`src/hw/pwmdf_cfg.svh`:
```
// Register map, field positions, reset values and timing figures of the PWM block.
// Assumes inclusion by the package and the top module only.
`ifndef PWMDF_CFG_SVH
`define PWMDF_CFG_SVH
`define PWMDF_OFS_ON        12'h000
`define PWMDF_OFS_OFF       12'h004
`define PWMDF_OFS_CFG       12'h008
`define PWMDF_BIT_EN        0
`define PWMDF_BIT_CLKSEL    1
`define PWMDF_BIT_INV       2
`define PWMDF_DIV_LSB       3
`define PWMDF_DIV_MSB       6
`define PWMDF_RST_ON        16'h0000
`define PWMDF_RST_OFF       16'hFFFF
`define PWMDF_RST_CFG       7'h00
`define PWMDF_FAST_HZ       48000000
`define PWMDF_SLOW_HZ       100000
`define PWMDF_SYS_HZ        20000000
`endif

```
`src/hw/pwmdf_pkg.sv`:
```
// Types shared by the PWM block.
// Assumes the configuration header sits beside it.
`include "pwmdf_cfg.svh"
package pwmdf_pkg;
    typedef enum logic [2:0] {
        PWMDF_IDLE = 3'b001,
        PWMDF_HIGH = 3'b010,
        PWMDF_LOW  = 3'b100
    } pwmdf_state_e;

    typedef struct packed {
        logic [3:0] div;
        logic       invert;
        logic       clk_sel;
        logic       enable;
    } pwmdf_cfg_s;
endpackage

```
`src/hw/pwmdf_top.sv`:
```
// PWM generator with APB register access, byte-complete holding registers and sleep.
// Assumes APB master on sys_clk; clock sources arrive as pins and are sampled.
//
// Functional notes
// Accept fast and slow counter clock sources
// Select source by bit 1, prescale bits 6:3
// Period is (div+1) times both phases plus one
// Duty is on phase plus one over sum
// High count n gives n+1 on ticks
// High zero, low nonzero holds output off
// Output toggles, stays high or stays low
// Toggle alternates with programmed phase lengths
// Sleep clears counters and forces output off
// System reset restores every default
// No interrupt or event output exists
// Software accesses counts as 16-bit quantities
// Count writes land in holding registers
// Copy holding after four bytes and off end
// Full-on copies as soon as bytes complete
// Transfer empties holding, needs four new bytes
// Count reads return active values only
// Registers decoded at 00h, 04h and 08h
// High count reset 0000h, upper half reserved
// Select one means slow, zero means fast
// Low count n gives n+1; zero full on
// Disable resets counters, state, inactive output
// Polarity bit 2 makes on level low
// Counter loads phase count, switches at zero
//
// The APB interface to the registers was left to the implementer.
`timescale 1ns/10ps
`include "pwmdf_cfg.svh"
module pwmdf_top
    import pwmdf_pkg::*;
#(
    parameter int ADDR_W = 12
) (
    input  wire logic              sys_clk,
    input  wire logic              rstn,
    input  wire logic              power_clock_reset_ctrl_sleep,
    input  wire logic              fast_clock_source,
    input  wire logic              slow_clock_source,
    input  wire logic              psel,
    input  wire logic              penable,
    input  wire logic              pwrite,
    input  wire logic [ADDR_W-1:0] paddr,
    input  wire logic [31:0]       pwdata,
    input  wire logic [3:0]        pstrb,
    output logic      [31:0]       prdata,
    output logic                   pready,
    output logic                   pslverr,
    output logic                   pwm_out_signal
);

initial begin
    if (ADDR_W < 4 || ADDR_W > 32) begin
        $error("ADDR_W out of range");
    end
end

////////////////////////////////////////////////////////////////////////////////
// Reset release

logic [1:0] rst_sync_r;
logic       rst_n;

always_ff @(posedge sys_clk or negedge rstn) begin
    if (!rstn) begin
        rst_sync_r <= 2'h0;
    end else begin
        rst_sync_r <= {rst_sync_r[0], 1'b1};
    end
end

assign rst_n = rst_sync_r[1];

////////////////////////////////////////////////////////////////////////////////
// Clock source sampling

logic [2:0] fast_s_r;
logic [2:0] slow_s_r;
logic       fast_lvl_r;
logic       slow_lvl_r;
logic       fast_edge;
logic       slow_edge;

always_ff @(posedge sys_clk or negedge rst_n) begin
    if (!rst_n) begin
        fast_s_r   <= 3'h0;
        slow_s_r   <= 3'h0;
        fast_lvl_r <= 1'b0;
        slow_lvl_r <= 1'b0;
    end else begin
        fast_s_r <= {fast_s_r[1:0], fast_clock_source};
        slow_s_r <= {slow_s_r[1:0], slow_clock_source};
        if (fast_s_r[1] == fast_s_r[2]) begin
            fast_lvl_r <= fast_s_r[2];
        end
        if (slow_s_r[1] == slow_s_r[2]) begin
            slow_lvl_r <= slow_s_r[2];
        end
    end
end

assign fast_edge = (fast_s_r[1] == fast_s_r[2]) && fast_s_r[2] && !fast_lvl_r;
assign slow_edge = (slow_s_r[1] == slow_s_r[2]) && slow_s_r[2] && !slow_lvl_r;

////////////////////////////////////////////////////////////////////////////////
// APB slave

pwmdf_cfg_s cfg_r;
logic [15:0] on_act_r;
logic [15:0] off_act_r;
logic [ADDR_W-1:0] ofs;
logic        acc;
logic        wr_en;
logic        hit_on;
logic        hit_off;
logic        hit_cfg;
logic        addr_err;
logic [31:0] rd_mux;

assign ofs      = paddr;
assign hit_on   = (ofs == ADDR_W'(`PWMDF_OFS_ON));
assign hit_off  = (ofs == ADDR_W'(`PWMDF_OFS_OFF));
assign hit_cfg  = (ofs == ADDR_W'(`PWMDF_OFS_CFG));
assign addr_err = !(hit_on || hit_off || hit_cfg);
assign acc      = psel && penable && pready;
assign wr_en    = acc && pwrite && !pslverr;

always_comb begin
    rd_mux = 32'h0000_0000;
    if (hit_on) begin
        rd_mux = {16'h0000, on_act_r};
    end else if (hit_off) begin
        rd_mux = {16'h0000, off_act_r};
    end else if (hit_cfg) begin
        rd_mux = {25'h000_0000, cfg_r};
    end
end

always_ff @(posedge sys_clk or negedge rst_n) begin
    if (!rst_n) begin
        pready  <= 1'b0;
        pslverr <= 1'b0;
        prdata  <= 32'h0000_0000;
    end else begin
        pready <= psel && penable && !pready;
        if (psel && penable && !pready) begin
            pslverr <= addr_err;
            prdata  <= pwrite ? 32'h0000_0000 : rd_mux;
        end else begin
            pslverr <= 1'b0;
        end
    end
end

always_ff @(posedge sys_clk or negedge rst_n) begin
    if (!rst_n) begin
        cfg_r <= `PWMDF_RST_CFG;
    end else if (wr_en && hit_cfg && pstrb[0]) begin
        cfg_r <= pwdata[`PWMDF_DIV_MSB:0];
    end
end

////////////////////////////////////////////////////////////////////////////////
// Holding registers

logic [7:0] hold_r [4];
logic       vld_r  [4];
logic       all4;
logic       xfer;

genvar gi;
generate
    for (gi = 0; gi < 4; gi++) begin : g_hold
        logic hit_b;
        assign hit_b = wr_en && pstrb[gi % 2] && ((gi < 2) ? hit_on : hit_off);
        always_ff @(posedge sys_clk or negedge rst_n) begin
            if (!rst_n) begin
                hold_r[gi] <= 8'h00;
                vld_r[gi]  <= 1'b0;
            end else begin
                if (hit_b) begin
                    hold_r[gi] <= pwdata[(gi % 2) * 8 +: 8];
                    vld_r[gi]  <= 1'b1;
                end else if (xfer) begin
                    vld_r[gi]  <= 1'b0;
                end
            end
        end
    end
endgenerate

assign all4 = vld_r[0] && vld_r[1] && vld_r[2] && vld_r[3];

////////////////////////////////////////////////////////////////////////////////
// Active counts

logic run;
logic full_on;
logic full_off;
logic off_done;
logic [15:0] on_src;
pwmdf_state_e state_r;
logic [15:0] cnt_r;
logic tick;

assign run      = cfg_r.enable && !power_clock_reset_ctrl_sleep;
assign full_on  = (off_act_r == 16'h0000);
assign full_off = (on_act_r == 16'h0000) && !full_on;
assign off_done = run && (state_r == PWMDF_LOW) && tick && (cnt_r == 16'h0000);
assign xfer     = all4 && (off_done || full_on);
assign on_src   = xfer ? {hold_r[1], hold_r[0]} : on_act_r;

always_ff @(posedge sys_clk or negedge rst_n) begin
    if (!rst_n) begin
        on_act_r  <= `PWMDF_RST_ON;
        off_act_r <= `PWMDF_RST_OFF;
    end else if (xfer) begin
        on_act_r  <= {hold_r[1], hold_r[0]};
        off_act_r <= {hold_r[3], hold_r[2]};
    end
end

////////////////////////////////////////////////////////////////////////////////
// Prescaler

logic [3:0] pre_r;
logic       src_edge;

assign src_edge = cfg_r.clk_sel ? slow_edge : fast_edge;
assign tick     = src_edge && (pre_r >= cfg_r.div);

always_ff @(posedge sys_clk or negedge rst_n) begin
    if (!rst_n) begin
        pre_r <= 4'h0;
    end else if (!run) begin
        pre_r <= 4'h0;
    end else if (src_edge) begin
        pre_r <= tick ? 4'h0 : pre_r + 4'h1;
    end
end

////////////////////////////////////////////////////////////////////////////////
// Phase counter

always_ff @(posedge sys_clk or negedge rst_n) begin
    if (!rst_n) begin
        state_r <= PWMDF_IDLE;
        cnt_r   <= 16'h0000;
    end else if (!run) begin
        state_r <= PWMDF_IDLE;
        cnt_r   <= 16'h0000;
    end else begin
        case (state_r)
            PWMDF_IDLE: begin
                state_r <= PWMDF_HIGH;
                cnt_r   <= on_src;
            end
            PWMDF_HIGH: begin
                if (tick) begin
                    if (cnt_r == 16'h0000) begin
                        state_r <= PWMDF_LOW;
                        cnt_r   <= off_act_r;
                    end else begin
                        cnt_r <= cnt_r - 16'h0001;
                    end
                end
            end
            PWMDF_LOW: begin
                if (tick) begin
                    if (cnt_r == 16'h0000) begin
                        state_r <= PWMDF_HIGH;
                        cnt_r   <= on_src;
                    end else begin
                        cnt_r <= cnt_r - 16'h0001;
                    end
                end
            end
            default: begin
                state_r <= PWMDF_IDLE;
                cnt_r   <= 16'h0000;
            end
        endcase
    end
end

////////////////////////////////////////////////////////////////////////////////
// Output, the only driven pin besides the bus; no event line exists

logic pwm_on;

assign pwm_on = run && (full_on || (!full_off && state_r == PWMDF_HIGH));

always_ff @(posedge sys_clk or negedge rst_n) begin
    if (!rst_n) begin
        pwm_out_signal <= 1'b0;
    end else begin
        pwm_out_signal <= pwm_on ^ cfg_r.invert;
    end
end
endmodule

```
`config.mk`:
```
export PLATFORM = sky130hd
export DESIGN_NAME = pwmdf_top
export DESIGN_NICKNAME = d
export VERILOG_FILES = /design/src/hw/pwmdf_pkg.sv /design/src/hw/pwmdf_top.sv
export VERILOG_INCLUDE_DIRS = /design/src /design/src/hw
export SDC_FILE = /design/constraint.sdc
export NUM_CORES = 1
export LEC_CHECK = 0
export BUFFER_PORTS_ARGS = -buffer_cell sky130_fd_sc_hd__buf_2
export CAP_MARGIN = 20
export CORE_UTILIZATION = 51
export CTS_CLUSTER_SIZE = 24
export DETAILED_ROUTE_END_ITERATION = 12
export PLACE_DENSITY = 0.72
export SLEW_MARGIN = 20
export SYNTH_ARGS = -nofsm -noshare
export SYNTH_HDL_FRONTEND = slang
export SYNTH_SLANG_ARGS = --single-unit
```
`constraint.sdc`:
```
create_clock -name sys_clk -period 5.75 [get_ports sys_clk]
set_input_delay 0.2875 -clock sys_clk [delete_from_list [all_inputs] [get_ports sys_clk]]
set_output_delay 0.2875 -clock sys_clk [all_outputs]
set_load 0.01 [all_outputs]
```
==> flow_summary.json <==
{
  "clk_pin_slew_ps": 50,
  "kind_of_end_point_of_the_critical_path": "flop",
  "worstPathRequired_ps": 6050,
  "synth.most_common_cell": "dfrtp_1",
  "finClkSkew_ps": 12.0,
  "place_worst_setup_slack_ps": 1980,
  "number_of_antenna_diodes": 0,
  "min_period_over_period_pct": 57.3,
  "minimum_setup_slack_in_the_final_design_ps": 2450,
  "status": "finished, final reports clean",
  "rsz0062_at_grt": "false",
  "n_fill_cell": 1058,
  "max_cap_viol_count": 0,
  "post_synth_inst_count": 603,
  "worst_max_slew_pin_slew_ps": 1050,
  "rows": 41,
  "period_needed_ps": 3300,
  "hold_violations_final": 0,
  "critPathArrivalTime_ps": 3600,
  "place_congestion": 0.921,
  "sequential_cell_area_fraction_in_the_yosys_report_pct": 48.8,
  "first_pass_grt_wire_length_mm": 26.0,
  "first_iter_violations": 303,
  "yosysUniqueCellTypes": 64,
  "die_footprint_mm2": 0.0133,
  "yosys-top-cells-count": "110 x dfrtp_1, 69 x mux2_2, 54 x nand2_1, 37 x a21oi_1, 36 x nor2_1",
  "holdWs_ps": 109,
  "clockRootBuffer": "clkbuf_16",
  "asyncSetResetFlopFracSynth_pct": 100,
  "final_nets": 725,
  "place_hpwl_mm": 11.3,
  "number_of_enable_flip_flop_cells_after_synthesis": 0,
  "power_density_cells_mw_per_mm2": 259,
  "cts-htree-levels": 4,
  "yosysWarningCount": 0,
  "post_synth.cell_area_avg_um2": 10.9,
  "ys_ff_latch": 127,
  "maxSlewHeadroom_pct": 30.0,
  "ctsLongestPathBuffers": 2,
  "utilization_pct": 59.8,
  "power_leakage_nw": 3.58,
  "grt_pass1_vias": 5080,
  "final_layout_size_suffix_gt1_share_pct": 29.6,
  "io_pins": 91,
  "synthesis.area_mm2": 0.00655,
  "slew_violations": 0,
  "dieHeight_um": 115,
  "flow.area_growth_from_synthesis_pct": 14.7,
  "vdd.ir_drop.worst_uv": 243,
  "critPathLaunchType": "flop",
  "timing_worst_setup_path_type": "flop to flop",
  "route.detailed.vias_per_inst": 5.98,
  "yosys.area.top_type": "dfrtp_1",
  "grt.total_usage_pct": 26.1,
  "maxClockFrequency_mhz": 303,
  "cts_made_buffers": 17,
  "synth_top_flop_cell": "dfrtp_1",
  "wire_per_inst_um": 19.1,
  "core_mm2": 0.0126,
  "port_buffers": 56,
  "grt-ovfl-total": 0,
  "main_area_contributors_after_synthesis": "dfrtp_1 42%, mux2_2 12%, dfstp_2 6.8%",
  "fin_tns_setup_ps": 0,
  "drtPass1Iterations": 5,
  "finalWirelength_mm": 16.1,
  "synth.top_cell.area_share_pct": 42.0,
  "drc_errors": 0,
  "final_antenna_net_count": 0,
  "tritoncts_clock_tree": "done",
  "crit_path_max_fanout": 13,
  "antenna_found_initial": 0,
  "pin_count_of_the_biggest_net_entering_global_routing": 75,
  "cts_num_sinks": 127,
  "setup_violations": 0,
  "initial_utilization_pct": 52.1,
  "fp.dieW_um": 115,
  "clk_latency_ps": 420,
  "hp-class": "primary input to flop",
  "routed-via-count": 5056
}
power breakdown:
group / internal, W / switching, W
Combinational: 0.0000188 / 0.0000322
Clock: 0.000610 / 0.000369
Sequential: 0.000901 / 0.0000121
Total: 0.00153 / 0.000413
layer usage:
metal / track usage [%] / share of wire, % / vias up
li1: - / - / 2279
met5: 0 / 0 / -
met3: 5.64 / 6.8 / 35
met4: 13.4 / 2.3 / 0
met1: 34.6 / 43 / 2520
met2: 40.6 / 48 / 222
state kept, by name (all words and copies together) (netlist names), 2 cells and up:
register / flops
cfg_r: 7
cnt_r: 16
fast_s_r: 3
hold_r: 32
off_act_r: 16
on_act_r: 16
prdata: 16
pre_r: 4
rst_sync_r: 2
slow_s_r: 3
state_r: 3
vld_r: 4
cells in the final DEF (no fill, tap or decap), types with 4 or more instances in the layout:
cell type and instances:
clkbuf_16 17, nand2_1 54, nor2_1 36, o21ai_1 7, mux2i_1 24, a221oi_1 4
nand2b_1 5, buf_2 56, a221o_1 5, conb_1 17, o21ai_0 33, a21oi_1 37
xnor2_1 8, and2_0 6, nand3_1 9, clkbuf_1 5, clkinv_2 4, nor3_1 13
ha_1 8, a211o_1 5, nor4_1 12, mux2_2 69, dfrtp_1 109, nor3b_1 4
dfstp_2 17, nor2b_1 4, a31oi_1 8, inv_1 14, or3_1 5, nor4_4 4
nand4_1 6, buf_4 5
layout make-up:
cell class	instances	area (um^2)	area share (%)
clock inverters	7	65.1	0.866
clock buffers	24	472	6.28
repair buffers	65	375	5.00
well taps	172	215	2.86
flip-flops and latches	127	3200	42.6
multi-input cells	436	3130	41.7
inverters	14	52.6	0.700
per-stage QoR:
| step | cell area, um^2 | total power [W] | cells |
|---|---|---|---|
| 6_report | 7510 | 0.00194 | 845 |
| 5_1_grt | 7510 | 0.00201 | 845 |
| 4_1_cts | 7480 | 0.00196 | 844 |
| 3_5_place_dp | 6910 | 0.000978 | 810 |
| 3_3_place_gp | 6910 | 0.000976 | 810 |
| 2_1_floorplan | 6610 | 0.000960 | 618 |
kinds of logic (layout without fill, tap and decap cells):
logic type      count (synthesis)  in the layout  share of synthesized area [%]
xor+xnor                       11             11                           1.47
flops                         127            127                           48.8
fa+ha+maj                       8              8                           1.53
other cells                     2             17                          0.115
compound gates                126            126                           12.2
simple gates                  176            176                           14.6
buf+inv                        55            110                           4.66
mux                            98             98                           16.6
critical path: stages (launching register included):
cell	delay [ps]
dfrtp_1	380
ha_1	190
nor3b_1	130
a31oi_1	640
nor3_2	270
a21oi_4	550
buf_4	290
mux2_4	320
and2_0	140
a221o_1	260
what timing repair did:
item | CTS | global route
setup buffers | 0 | 0
gates resized for setup | 0 | 0
hold buffers | 3 | 0
hold endpoints to repair | 4 | 0
final timing paths:
check	start	to	slack [ps]	cells after the start
worst min-delay path	pwdata[12]	hold_r[20]$_DFFE_PN0P_	110	3
worst min register to register	slow_s_r[0]$_DFF_PN0_	slow_s_r[1]$_DFF_PN0_	350	0
min in group asynchronous	rstn	rst_sync_r[0]$_DFF_PN0_	200	2
worst max register to register	fast_s_r[1]$_DFF_PN0_	cnt_r[10]$_DFFE_PN0P_	2450	9
max in group asynchronous	rst_sync_r[1]$_DFF_PN0_	on_act_r[15]$_DFF_PN0_	4070	1
worst max-delay path	fast_s_r[1]$_DFF_PN0_	cnt_r[10]$_DFFE_PN0P_	2450	9
(Power assumes the default switching activity.)
